==> config.mk <==
export PLATFORM = sky130hd
export DESIGN_NAME = pmc_ctrl
export DESIGN_NICKNAME = d
export VERILOG_FILES = /design/src/rtl/pmc_pkg.sv /design/src/rtl/pmc_ctrl.sv
export VERILOG_INCLUDE_DIRS = /design/src /design/src/rtl
export SDC_FILE = /design/constraint.sdc
export NUM_CORES = 1
export LEC_CHECK = 0
export ABC_AREA = 1
export BUFFER_PORTS_ARGS = -buffer_cell sky130_fd_sc_hd__buf_2
export CELL_PAD_IN_SITES_DETAIL_PLACEMENT = 0
export CELL_PAD_IN_SITES_GLOBAL_PLACEMENT = 1
export CORE_MARGIN = 2
export CORE_UTILIZATION = 46
export CTS_CLUSTER_SIZE = 28
export DETAILED_ROUTE_END_ITERATION = 10
export GPL_TIMING_DRIVEN = 0
export PLACE_DENSITY = 0.94
export SLEW_MARGIN = 15
export SYNTH_ARGS = -nofsm -noshare
export SYNTH_HDL_FRONTEND = slang
export SYNTH_SLANG_ARGS = --single-unit
==> constraint.sdc <==
create_clock -name clock -period 2.35 [get_ports clock]
set_clock_uncertainty 0.05 [all_clocks]
set_input_delay 0.1175 -clock clock [delete_from_list [all_inputs] [get_ports clock]]
set_output_delay 0.1175 -clock clock [all_outputs]
set_load 0.05 [all_outputs]
==> src/rtl/pmc_map.svh <==
// offsets-free constant map: reset values, timing counts, trim steps and divider sizes for the power/clock controller
`ifndef PMC_MAP_SVH
`define PMC_MAP_SVH
// ----------------------------------------
// timing
// ----------------------------------------
`define PMC_CLK_MHZ          40
`define PMC_WAKE_US          35
`define PMC_WAKE_CYC         (`PMC_WAKE_US * `PMC_CLK_MHZ)
`define PMC_SYNC_STAGES      2
// ----------------------------------------
// oscillator trim: 24 MHz base, 4 MHz steps, 48 MHz top
// ----------------------------------------
`define PMC_OSC_BASE_MHZ     24
`define PMC_OSC_STEP_MHZ     4
`define PMC_OSC_TRIM_RST     3'h0
`define PMC_OSC_TRIM_MAX     3'h6
`define PMC_LF_KHZ           40
// ----------------------------------------
// dividers
// ----------------------------------------
`define PMC_NUM_DIV          4
`define PMC_DIV_W            16
`endif

==> src/rtl/pmc_pkg.sv <==
// types for the power-mode and clock control block
package pmc_pkg;
    typedef enum logic [1:0] {
        PMC_MODE_ACTIVE = 2'h0,
        PMC_MODE_SLEEP  = 2'h1,
        PMC_MODE_DEEP   = 2'h2
    } pmc_mode_t;

    typedef enum logic [2:0] {
        PMC_ST_HOLD   = 3'h0,
        PMC_ST_ACTIVE = 3'h1,
        PMC_ST_SLEEP  = 3'h2,
        PMC_ST_DEEP   = 3'h3,
        PMC_ST_WAKE   = 3'h4
    } pmc_state_t;

    typedef enum logic [1:0] {
        PMC_SRC_MAIN = 2'h0,
        PMC_SRC_LF   = 2'h1,
        PMC_SRC_EXT  = 2'h2
    } pmc_src_t;
endpackage : pmc_pkg

==> src/rtl/pmc_ctrl.sv <==
// power-mode sequencer, clock-source switch selects and peripheral dividers
`include "pmc_map.svh"
module pmc_ctrl import pmc_pkg::*; #(
    parameter int NUM_DIV  = `PMC_NUM_DIV,
    parameter int DIV_W    = `PMC_DIV_W,
    parameter int WAKE_CYC = `PMC_WAKE_CYC
) (
    // clock and reset
    input  wire logic                   clock,
    input  wire logic                   rstn,
    // supply monitor
    input  wire logic                   supply_ok,
    input  wire logic                   brownout,
    // mode requests from the cpu
    input  wire logic                   sleep_req,
    input  wire logic                   deep_req,
    input  wire logic                   wake_event,
    // oscillator control and status
    input  wire logic [2:0]             osc_trim_in,
    input  wire logic                   osc_trim_load,
    input  wire logic                   main_osc_stable,
    output logic      [2:0]             main_osc_trim,
    output logic                        main_osc_en,
    output logic                        low_freq_osc_en,
    // source selection: one-hot gate enables, one per source
    input  wire logic [1:0]             src_req,
    input  wire logic [2:0]             src_ack,
    output logic      [2:0]             src_gate_en,
    // gated clock enables and the wake interrupt
    output logic                        cpu_clk_en,
    output logic                        mem_clk_en,
    output logic                        periph_clk_en,
    output logic                        wakeup_interrupt_unit_en,
    output logic                        wake_irq,
    // dividers
    input  wire logic [NUM_DIV*DIV_W-1:0] div_ratio,
    output logic      [NUM_DIV-1:0]     div_tick,
    // status
    output logic      [1:0]             power_mode,
    output logic                        sys_reset_n
);
    // ----------------------------------------
    // power-mode sequencer
    // ----------------------------------------
    localparam int CNT_W = $clog2(WAKE_CYC + 1);
    pmc_state_t       st_q, st_d;
    logic [CNT_W-1:0] cnt_q, cnt_d, wake_len_q, wake_len_d;
    logic             rst_n_q, rst_n_d;
    logic             irq_q, irq_d;

    always_comb begin
        st_d    = st_q;
        cnt_d   = cnt_q;
        rst_n_d = rst_n_q;
        irq_d   = 1'b0;
        wake_len_d = (st_q == PMC_ST_WAKE) ? wake_len_q + 1'b1 : '0;
        case (st_q)
            PMC_ST_HOLD: begin
                rst_n_d = 1'b0;
                if (supply_ok && !brownout) begin
                    st_d    = PMC_ST_ACTIVE;
                    rst_n_d = 1'b1;
                end
            end
            PMC_ST_ACTIVE: begin
                if (deep_req) begin
                    st_d = PMC_ST_DEEP;
                end else if (sleep_req) begin
                    st_d = PMC_ST_SLEEP;
                end
            end
            PMC_ST_SLEEP: begin
                if (wake_event) begin
                    st_d  = PMC_ST_ACTIVE;
                    irq_d = 1'b1;
                end
            end
            PMC_ST_DEEP: begin
                if (wake_event) begin
                    st_d  = PMC_ST_WAKE;
                    cnt_d = '0;
                    irq_d = 1'b1;
                end
            end
            PMC_ST_WAKE: begin
                cnt_d = cnt_q + 1'b1;
                // timeout bounds the wait even if stable never arrives
                if (main_osc_stable || cnt_q >= CNT_W'(WAKE_CYC - 1)) begin
                    st_d = PMC_ST_ACTIVE;
                end
            end
            default: st_d = PMC_ST_HOLD;
        endcase
        if (brownout || !supply_ok) begin
            st_d    = PMC_ST_HOLD;
            rst_n_d = 1'b0;
        end
    end

    always_ff @(posedge clock or negedge rstn) begin
        if (!rstn) begin
            st_q    <= PMC_ST_HOLD;
            cnt_q   <= '0;
            wake_len_q <= '0;
            rst_n_q <= 1'b0;
            irq_q   <= 1'b0;
        end else begin
            st_q    <= st_d;
            cnt_q   <= cnt_d;
            wake_len_q <= wake_len_d;
            rst_n_q <= rst_n_d;
            irq_q   <= irq_d;
        end
    end

    // ----------------------------------------
    // clock gate enables, registered
    // ----------------------------------------
    logic       cpu_q, cpu_d, mem_q, mem_d, per_q, per_d, osc_q, osc_d, lf_q, lf_d;
    logic [1:0] mode_q, mode_d;

    always_comb begin
        cpu_d  = (st_d == PMC_ST_ACTIVE);
        mem_d  = (st_d == PMC_ST_ACTIVE);
        per_d  = (st_d == PMC_ST_ACTIVE) || (st_d == PMC_ST_SLEEP);
        osc_d  = (st_d != PMC_ST_DEEP) && (st_d != PMC_ST_HOLD);
        lf_d   = 1'b1;
        case (st_d)
            PMC_ST_SLEEP: mode_d = PMC_MODE_SLEEP;
            PMC_ST_DEEP,
            PMC_ST_WAKE:  mode_d = PMC_MODE_DEEP;
            default:      mode_d = PMC_MODE_ACTIVE;
        endcase
    end

    always_ff @(posedge clock or negedge rstn) begin
        if (!rstn) begin
            cpu_q  <= 1'b0;
            mem_q  <= 1'b0;
            per_q  <= 1'b0;
            osc_q  <= 1'b0;
            lf_q   <= 1'b1;
            mode_q <= 2'h0;
        end else begin
            cpu_q  <= cpu_d;
            mem_q  <= mem_d;
            per_q  <= per_d;
            osc_q  <= osc_d;
            lf_q   <= lf_d;
            mode_q <= mode_d;
        end
    end

    // ----------------------------------------
    // oscillator trim
    // ----------------------------------------
    logic [2:0] trim_q, trim_d;

    always_comb begin
        trim_d = trim_q;
        if (osc_trim_load && osc_trim_in <= `PMC_OSC_TRIM_MAX) begin
            trim_d = osc_trim_in;
        end
    end

    always_ff @(posedge clock or negedge rstn) begin
        if (!rstn) begin
            trim_q <= `PMC_OSC_TRIM_RST;
        end else begin
            trim_q <= trim_d;
        end
    end

    // ----------------------------------------
    // glitch-free source switch
    // ----------------------------------------
    // acks come from each source domain; double-flop them before use
    logic [2:0] ack_s1_q, ack_s2_q, gate_q, gate_d;
    logic [2:0] want;

    always_comb begin
        case (src_req)
            PMC_SRC_LF:  want = 3'h2;
            PMC_SRC_EXT: want = 3'h4;
            default:     want = 3'h1;
        endcase
        gate_d = gate_q;
        if (want != gate_q) begin
            // drop the old gate first, raise the new one once all acks are low
            if (gate_q != 3'h0) begin
                gate_d = 3'h0;
            end else if (ack_s2_q == 3'h0) begin
                gate_d = want;
            end
        end
    end

    always_ff @(posedge clock or negedge rstn) begin
        if (!rstn) begin
            ack_s1_q <= 3'h0;
            ack_s2_q <= 3'h0;
            gate_q   <= 3'h1;
        end else begin
            ack_s1_q <= src_ack;
            ack_s2_q <= ack_s1_q;
            gate_q   <= gate_d;
        end
    end

    // ----------------------------------------
    // peripheral dividers, one enable pulse each
    // ----------------------------------------
    logic [NUM_DIV*DIV_W-1:0] dcnt_q, dcnt_d;
    logic [NUM_DIV-1:0]       tick_q, tick_d;

    always_comb begin
        dcnt_d = dcnt_q;
        tick_d = '0;
        for (int i = 0; i < NUM_DIV; i++) begin
            // a ratio of n ticks once every n+1 cpu clocks
            if (!cpu_q) begin
                dcnt_d[i*DIV_W +: DIV_W] = '0;
            end else if (dcnt_q[i*DIV_W +: DIV_W] >= div_ratio[i*DIV_W +: DIV_W]) begin
                dcnt_d[i*DIV_W +: DIV_W] = '0;
                tick_d[i] = 1'b1;
            end else begin
                dcnt_d[i*DIV_W +: DIV_W] = dcnt_q[i*DIV_W +: DIV_W] + 1'b1;
            end
        end
    end

    always_ff @(posedge clock or negedge rstn) begin
        if (!rstn) begin
            dcnt_q <= '0;
            tick_q <= '0;
        end else begin
            dcnt_q <= dcnt_d;
            tick_q <= tick_d;
        end
    end

    assign main_osc_trim            = trim_q;
    assign main_osc_en              = osc_q;
    assign low_freq_osc_en          = lf_q;
    assign src_gate_en              = gate_q;
    assign cpu_clk_en               = cpu_q;
    assign mem_clk_en               = mem_q;
    assign periph_clk_en            = per_q;
    assign wakeup_interrupt_unit_en = rst_n_q;
    assign wake_irq                 = irq_q;
    assign div_tick                 = tick_q;
    assign power_mode               = mode_q;
    assign sys_reset_n              = rst_n_q;
endmodule : pmc_ctrl

After elaboration in Yosys (flattened, before gate mapping)

Index checks and enable logic that the tools add are counted.

Register bits after elaboration: 101
Input bits: 81
Output and inout bits: 20
Logic and storage cells: 92

Add/sub/neg operators: 5
$lt $le $gt $ge: 6
Equal/unequal tests: 13
Multiplexer cells: 35
Reduce and logical (&&, ||, !) cells: 19

Operators with widths:

| operator              | number |
|---|---|
| $mux 16               | 8 |
| $add 16x1->16 const B | 4 |
| $ge 16x16->1          | 4 |
| $mux 3                | 9 |
| $pmux 11 s2           | 1 |
| $pmux 3 s5            | 1 |
| $mux 1                | 13 |
| $eq 3x2->1 const B    | 4 |
| $add 11x1->11 const B | 1 |
| $ge 11x11->1 const B  | 1 |
| $mux 11               | 1 |
| $eq 3x1->1 const B    | 2 |
| $eq 3x3->1 const B    | 2 |
| $logic_not 3->1       | 2 |
| $pmux 3 s2            | 1 |
| $reduce_bool 2->1     | 3 |
| $reduce_bool 3->1     | 2 |
| $pmux 2 s2            | 1 |
| $reduce_and 2->1      | 2 |
| $reduce_or 2->1       | 2 |
| $le 3x3->1 const B    | 1 |
| $logic_and 1x1->1     | 3 |
| $logic_or 1x1->1      | 3 |
| $ne 3x2->1 const B    | 1 |
| 5 further kinds       | 6 |

Logic depth before layout (Yosys ltp)

Gate-level depths: netlist (run 1).

Depth in word-level cells: 8
Mapped depth: 12

Worst setup path before layout (run 1)

No wires, ideal clock.

Path kind: flip-flop to flip-flop
Start: register dcnt_q[59]
End: register dcnt_q[54]
Arrival: 1.470 ns
Required time: 2.228 ns
Setup slack: 0.758 ns
Stages on the path, launching flop included: 8
Buffers on the path: 1
Clock period less this slack: 1.592 ns
Cells stage by stage: dfrtp_1 > ha_1 > a21oi_1 > o21ai_0 > a21oi_1 > nand3_2 > buf_4 > nor2_1

Cells in the longest elaborated chain, start to end: 3

Ends and longest elaborated chain:

| element                  | line            | source |
|---|---|---|
| start: declaration       | pmc_ctrl.sv:213 | `logic [NUM_DIV*DIV_W-1:0] dcnt_q, dcnt_d;` |
| start signal: assignment | pmc_ctrl.sv:237 | `dcnt_q <= dcnt_d;` |
| $ge 16x16->1             | pmc_ctrl.sv:223 | `end else if (dcnt_q[i*DIV_W +: DIV_W] >= div_ratio[i*DIV_W +: DIV_W]) begin` |
| $mux 16                  | pmc_ctrl.sv:223 |  |
| $mux 16                  | pmc_ctrl.sv:221 | `if (!cpu_q) begin` |
| named net dcnt_d[54]     | pmc_ctrl.sv:213 |  |

The timed path passes the listed nets, and every way through them passes these cells.
A chain may end at the register's enable or synchronous reset.

Worst setup path in the final report (run 1)

Start: register dcnt_q[11]
End: register dcnt_q[4]

Same word-level chain as after synthesis.

==> results of run 1 <==
==> routing by layer <==
layer | track usage (%) | up-vias | part of all wire, %
met1 | 24.94 | 2760 | 47
met3 | 3.186 | 15 | 4.6
li1 | - | 3224 | -
met2 | 34.66 | 130 | 47
met5 | 0 | - | 0
met4 | 4.967 | 0 | 1.2
==> path summary, 6_finish.rpt <==
path                       slack, ns                    endpoint  cells past startpoint                   from
min in group asynchronous       0.22     periph_clk_en$_DFF_PN0_                      2                   rstn
max in group asynchronous       1.39  src_gate_en[0]$_DFFE_PN1P_                      3                   rstn
max                             0.38         dcnt_q[4]$_DFF_PN0_                      7   dcnt_q[11]$_DFF_PN0_
min                             0.06     sys_reset_n$_DFFE_PN0P_                      5              supply_ok
min reg2reg                     0.30       ack_s2_q[1]$_DFF_PN0_                      0  ack_s1_q[1]$_DFF_PN0_
max reg2reg                     0.38         dcnt_q[4]$_DFF_PN0_                      7   dcnt_q[11]$_DFF_PN0_
==> sequential cells by signal (all words and copies together), names as in the netlist <==
name / cells
periph_clk_en: 1
main_osc_trim: 3
mem_clk_en: 1
power_mode: 2
sys_reset_n: 1
cnt_q: 11
ack_s1_q: 3
main_osc_en: 1
src_gate_en: 3
wake_irq: 1
div_tick: 4
dcnt_q: 64
st_q: 3
ack_s2_q: 3
==> power by group through the flow <==
stage | registers [mW] | clock network, mW | logic, mW
2_1_floorplan | 1.99 | 0 | 0.269
5_1_grt | 1.87 | 1.62 | 0.664
4_1_cts | 1.86 | 1.55 | 0.596
3_3_place_gp | 1.89 | 0 | 0.566
3_5_place_dp | 1.89 | 0 | 0.581
6_report | 1.86 | 1.50 | 0.585
==> timing repair <==
action                    CTS  global route
hold endpoints to repair   56             0
gates resized for setup     0             0
hold buffers                9             0
setup buffers               0             0
==> placed cells by master (no fill, tap or decap), types with 3 or more instances in the layout <==
cell	n
clkbuf_1	3
o21a_1	7
buf_2	103
nor2_1	121
clkbuf_16	9
o21ai_1	5
o31ai_1	4
clkinv_2	3
o21ai_0	43
nor2_2	9
nand4_1	26
nand3_2	5
inv_1	149
nand2_1	165
o211ai_1	4
a21oi_1	40
buf_4	7
xor2_1	3
o21bai_1	6
or2_2	8
nand2_2	9
dfrtp_1	100
nand3_1	84
ha_1	71
inv_2	5
dlygate4sd3_1	9
nor3_1	20
==> worst reg2reg max path: cells and delay by family (launching register included) <==
family        cells  cell delay, ns
simple gates      5            0.82
fa+ha+maj         1            0.33
buf+inv           1            0.23
flops             1            0.43
==> logic make-up (layout without fill, tap and decap cells) <==
| family | after synthesis | count (layout) | share of synthesized area [%] |
|---|---|---|---|
| adder cells (fa/ha/maj) | 71 | 71 | 13.04 |
| AO/OA/AOI/OAI | 117 | 117 | 9.809 |
| XOR/XNOR | 3 | 3 | 0.3858 |
| flip-flops | 101 | 101 | 37.12 |
| AND/OR/NAND/NOR | 452 | 452 | 29.79 |
| buffers and inverters | 169 | 294 | 9.791 |
| other | 1 | 1 | 0.05505 |
==> cells in the mapped netlist (all sizes together) <==
cell,instances,area share [%]
conb,1,0.055
o21a,7,0.77
nor2,130,7.5
o21bai,6,0.66
buf,12,1.1
clkbuf,3,0.17
a31o,2,0.26
nand4,26,2.4
inv,154,8.5
o22ai,1,0.092
nand2,174,9.9
o21ai,50,3.8
a21boi,1,0.17
dfstp,1,0.39
nand3b,1,0.11
a21oi,41,3.1
a22o,1,0.13
o31ai,4,0.44
nand3,89,6.9
dfrtp,100,37
xor2,3,0.39
nor3,24,2.2
o211ai,4,0.44
or2,8,0.73
ha,71,13
==> metrics by stage <==
step / area (sq um) / hold WS [ns] / instances
floorplan: 6812 / -0.2281 / 914
global placement: 7537 / 0.1766 / 1197
detailed placement: 7571 / 0.04438 / 1198
CTS: 7963 / 0.03160 / 1223
global route: 7963 / 0.09164 / 1223
finish: 7963 / 0.06443 / 1223
==> layout make-up <==
| type | instances | share of cell area (%) |
|---|---|---|
| Multi-Input combinational cell | 644 | 45.41 |
| Sequential cell | 101 | 31.76 |
| Timing Repair Buffer | 109 | 7.778 |
| Inverter | 154 | 7.260 |
| Clock buffer | 10 | 3.001 |
| Tap cell | 184 | 2.891 |
| Buffer | 15 | 1.116 |
| Clock inverter | 6 | 0.7857 |
==> impl_metrics.ini, run 1 <==
[status]
run_status = finished, final reports clean

[job]
maxCapViolations = 0

[cells_and_area]
total_inserted_antenna_cells = 0
area_taken_by_multi_input_logic_gates_sq_um = 3616
postLayoutCoreUtil_pct = 54.99
layout.area.seq_sq_um = 2529
final_net_count = 1186
post_route_cells_drive_above_1_share_pct = 16.84
areaGrowthSynthToFinish_pct = 16.90
fillCellCount = 1443

[critical_path]
max_stage_delay_ns = 0.43
critPathRequiredTime_ns = 2.54
endpoint_kind = flop
timing.critical_path.cells = ha_1, nand4_1, nor3_1, nand3_1, nand3_2, buf_4, nor2_1
critPathBufInv = 1
setup.worst_path.start_class = flop
critPathMaxFanout = 10
worstPathArrival_ns = 2.15
setup.worst_path.class = flop to flop
critPathSlowestCell = dfrtp_1
kind_of_cell_with_the_highest_combined_delay_on_the_critical_path = simple AND/OR/NAND/NOR gates

[routing]
detailroute.via_count = 6129
antenna_left = 0
initialDrtViolationCount = 381
dr.pass1.iters = 7
detail_route.wl_per_cell_um = 12.17
finalWirelength_mm = 14.88
drt_drc_violations_left = 0
via_per_inst = 5.011

[sta]
period_share_pct = 83.64
final.setup.worst_slack_ns = 0.3844
timing.final.max_slew_violations = 0
unrepaired_setup_endpoints_after_global_routing = false
finalHoldViolCount = 0
tightest_pin_transition_ns = 0.6106
setup_viol = 0
slew_headroom_pct = 59.30
final_layout_setup_total_negative_slack_ns = 0
finalWorstPathRequiredPeriod_ns = 1.966
fmaxAchievable_ghz = 0.5088

[yosys]
yosysWarnings = 0
syn_avg_cell_area_sq_um = 7.452
seq_area_frac_synth_pct = 37.12
syn-instance-count = 914
synthesis.nets = 1066
mappedNetlistArea_sq_um = 6812
synth.distinct_cells = 35
ys_seq_elements = 101

[place]
dp_hpwl_mm = 11.39
io_buffer_count = 99
gpl.final_weighted_congestion = 0.8576
dp_slack_ns = 0.3764

[global_route]
grt_start_max_net_pins = 54
grt.overflow.total = 0
vias_in_the_first_global_route = 5959
antenna_found_initial = 1
grt_pass1_wl_mm = 25.79
globalRouteTotalUtil_pct = 19.55

[floorplanning]
floorplan.initialDensity_pct = 47.04
die_outline_area_sq_um = 15800
core_region_area_sq_um = 14480
floorplan.die.width_um = 125.7
site_row_count = 44
floorplan.die.height_um = 125.7
boundaryPins = 101

[min_path]
class_of_the_tightest_hold_or_removal_check = input port to flop

[clock_tree]
tritoncts_clock_tree = built
clk_latency_ns = 0.35
htree_num_levels = 3
cts.path.max_buffers = 2
cts_inserted_buffers = 9
tritoncts_num_sinks = 101
clock-root-buffer = clkbuf_16
cts.clk_slew.worst_paths_ns = 0.07

[pwr]
share_comb_of_total_power_pct = 14.8
power.share.switching_pct = 27.46
cellInternalPower_mw = 2.860
powerDensity_nw_per_um2 = 495.2
power_frac_clock_pct = 38.0
power_frac_seq_pct = 47.1
worst_ir_drop_vdd_uv = 438.3
p_sw_mw = 1.083
total_power_mw = 3.943
power_leakage_nw = 4.339
Power figures use the tool's default switching activity.
==> run 2, diff against run 1 <==
--- a/config.mk
+++ b/config.mk
@@ -11,11 +11,11 @@
 export CELL_PAD_IN_SITES_DETAIL_PLACEMENT = 0
 export CELL_PAD_IN_SITES_GLOBAL_PLACEMENT = 1
 export CORE_MARGIN = 2
-export CORE_UTILIZATION = 46
+export CORE_UTILIZATION = 38
 export CTS_CLUSTER_SIZE = 28
 export DETAILED_ROUTE_END_ITERATION = 10
 export GPL_TIMING_DRIVEN = 0
-export PLACE_DENSITY = 0.94
+export PLACE_DENSITY = 0.84
 export SLEW_MARGIN = 15
 export SYNTH_ARGS = -nofsm -noshare
 export SYNTH_HDL_FRONTEND = slang
==> constraint.sdc (replaced) <==
create_clock -name clock -period 1.6 [get_ports clock]
set_clock_uncertainty 0.05 [all_clocks]
set_input_delay 0.08 -clock clock [delete_from_list [all_inputs] [get_ports clock]]
set_output_delay 0.08 -clock clock [all_outputs]
set_load 0.05 [all_outputs]
==> run 2 against run 1 <==
The run now ends with setup timing left; non-clock buffer count grew 55; total power grew 53%; maximum frequency grew 12%; via count grew 5.3%; count of clock-buffer cells in the layout is the same; global-route usage shrank 0.90 points; cell count grew 7.9%; die area grew 20%; first-iteration DRC count shrank 34%; routed wire length grew 19%; register-to-register slack lost 0.53 ns; flip-flop and latch count is the same; largest cell class unchanged.
==> impl_metrics.ini, run 2 (synthesized netlist as in run 1, its figures left out) <==
[status]
run_status = finished with violations
failed_checks = setup timing

[place]
io_buffer_count = 99
gpl.final_weighted_congestion = 0.8594
postPlaceCellArea_sq_um = 7622
dp_hpwl_mm = 12.08

[floorplanning]
core_region_area_sq_um = 17420
floorplan.die.width_um = 137.9
boundaryPins = 101
die_outline_area_sq_um = 19010
floorplan.initialDensity_pct = 39.11
floorplan.die.height_um = 137.9
site_row_count = 48

[global_route]
grt_start_max_net_pins = 62
grt_pass1_wl_mm = 27.83
globalRouteTotalUtil_pct = 18.65
grt.overflow.total = 0
antenna_found_initial = 1
vias_in_the_first_global_route = 5987

[cells_and_area]
largest-register = dcnt_q
final_common_cell = inv_1
most_frequent_cells_in_the_layout = inv_1 (145), nand2_1 (144), buf_2 (102), dfrtp_1 (88), nand3_1 (79)
post_route_cells_drive_above_1_share_pct = 34.10
finalInstanceArea_sq_um = 9279
largest_register_ff_count = 64
final_net_count = 1241
areaGrowthSynthToFinish_pct = 36.22
postLayoutCoreUtil_pct = 53.28

[sta]
finalHoldViolCount = 0
period_share_pct = 109.3
fmaxAchievable_ghz = 0.5718
tightest_pin_transition_ns = 0.6389
unrepaired_setup_endpoints_after_global_routing = true
final.setup.worst_slack_ns = -0.1489
slew_headroom_pct = 57.41
timing.final.max_slew_violations = 0
finalWorstPathRequiredPeriod_ns = 1.749
final_layout_setup_total_negative_slack_ns = -6.775
setup_viol = 68

[pwr]
worst_ir_drop_vdd_uv = 606.5
powerDensity_nw_per_um2 = 648.9
power_leakage_nw = 4.644
total_power_mw = 6.021

[critical_path]
critPathMaxFanout = 5
critPathSlowestCell = dfrtp_1
endpoint_kind = flop
setup.worst_path.start_class = flop
timing.critical_path.cells = ha_4, nand4_1, nor3_4, nand3_2, nand3_4, buf_6, nor2_1
max_stage_delay_ns = 0.42
setup.worst_path.class = flop to flop
worstPathArrival_ns = 1.95
critPathRequiredTime_ns = 1.80
reg2regPathDepth = 7

[clock_tree]
cts.path.max_buffers = 2
clock-root-buffer = clkbuf_16
htree_num_levels = 3
tritoncts_num_sinks = 101
cts.clk_slew.worst_paths_ns = 0.07
clk_latency_ns = 0.36
tritoncts_clock_tree = built
cts_inserted_buffers = 9

[routing]
via_per_inst = 4.890
antenna_left = 0
detail_route.wl_per_cell_um = 13.37
initialDrtViolationCount = 252
drt_drc_violations_left = 0
dr.pass1.iters = 5
finalWirelength_mm = 17.65
detailroute.via_count = 6455

[min_path]
class_of_the_tightest_hold_or_removal_check = input port to flop
timing.hold.worst_path_depth = 4

[job]
maxCapViolations = 0
==> run 2: worst paths after layout <==
path | from | to | slack, ns
max reg2reg | dcnt_q[11]$_DFF_PN0_ | dcnt_q[14]$_DFF_PN0_ | -0.15
max in group asynchronous | rstn | dcnt_q[48]$_DFF_PN0_ | 0.70
min in group asynchronous | rstn | main_osc_trim[0]$_DFFE_PN0P_ | 0.14
max | dcnt_q[11]$_DFF_PN0_ | dcnt_q[14]$_DFF_PN0_ | -0.15
min | sleep_req | main_osc_en$_DFF_PN0_ | 0.04
min reg2reg | ack_s1_q[0]$_DFF_PN0_ | ack_s2_q[0]$_DFF_PN0_ | 0.30
==> run 2: final cells by class <==
cell class | instances | area, sq um
fillers | 1653 | 8138
multi-input cells | 644 | 4354
flip-flops and latches | 101 | 2544
repair buffers | 164 | 1096
inverters | 154 | 578.1
well taps | 225 | 281.5
clock buffers | 10 | 239.0
plain buffers | 15 | 115.1
clock inverters | 6 | 68.82
diodes | 1 | 2.502
==> run 2: metrics by stage <==
step / worst slack (ns) / instances / hold WS [ns]
floorplan: 0.008341 / 914 / -0.2656
global placement: -0.7579 / 1238 / 0.1387
detailed placement: -0.4433 / 1239 / -0.02847
CTS: -0.1380 / 1303 / 0.02445
global route: -0.2384 / 1319 / 0.05327
finish: -0.1489 / 1320 / 0.04330
==> run 2: metal layers <==
| metal | GRT usage, % | wire length [um] | share of wire [%] | vias to the layer above |
|---|---|---|---|---|
| met5 | 0 | 0 | 0 | - |
| met4 | 4.535 | 172 | 0.97 | 0 |
| met3 | 3.363 | 703 | 4.0 | 15 |
| met2 | 31.41 | 8422 | 48 | 121 |
| met1 | 24.90 | 8348 | 47 | 2977 |
| li1 | - | - | - | 3342 |
==> run 2: what timing repair did <==
action | in CTS | in global routing
cloned | 3 | 1
buffers inserted | 34 | 15
setup endpoints to repair | 68 | 74
hold buffers | 11 | 0
gates resized for setup | 73 | 123
endpoints found under the hold margin | 92 | 0
pin swaps | 25 | 38
==> run 2: worst max-delay path, delay by kind of cell, from the launching register on <==
| family | cells | cell delay, ns |
|---|---|---|
| fa+ha+maj | 1 | 0.29 |
| buf+inv | 1 | 0.15 |
| flops | 1 | 0.42 |
| simple gates | 5 | 0.73 |
==> run 2: power by group <==
group,switching (mW),leakage (nW),internal [mW]
Combinational,0.617,3.15,0.351
Clock,1.04,0.149,1.27
Sequential,0.0919,1.34,2.65
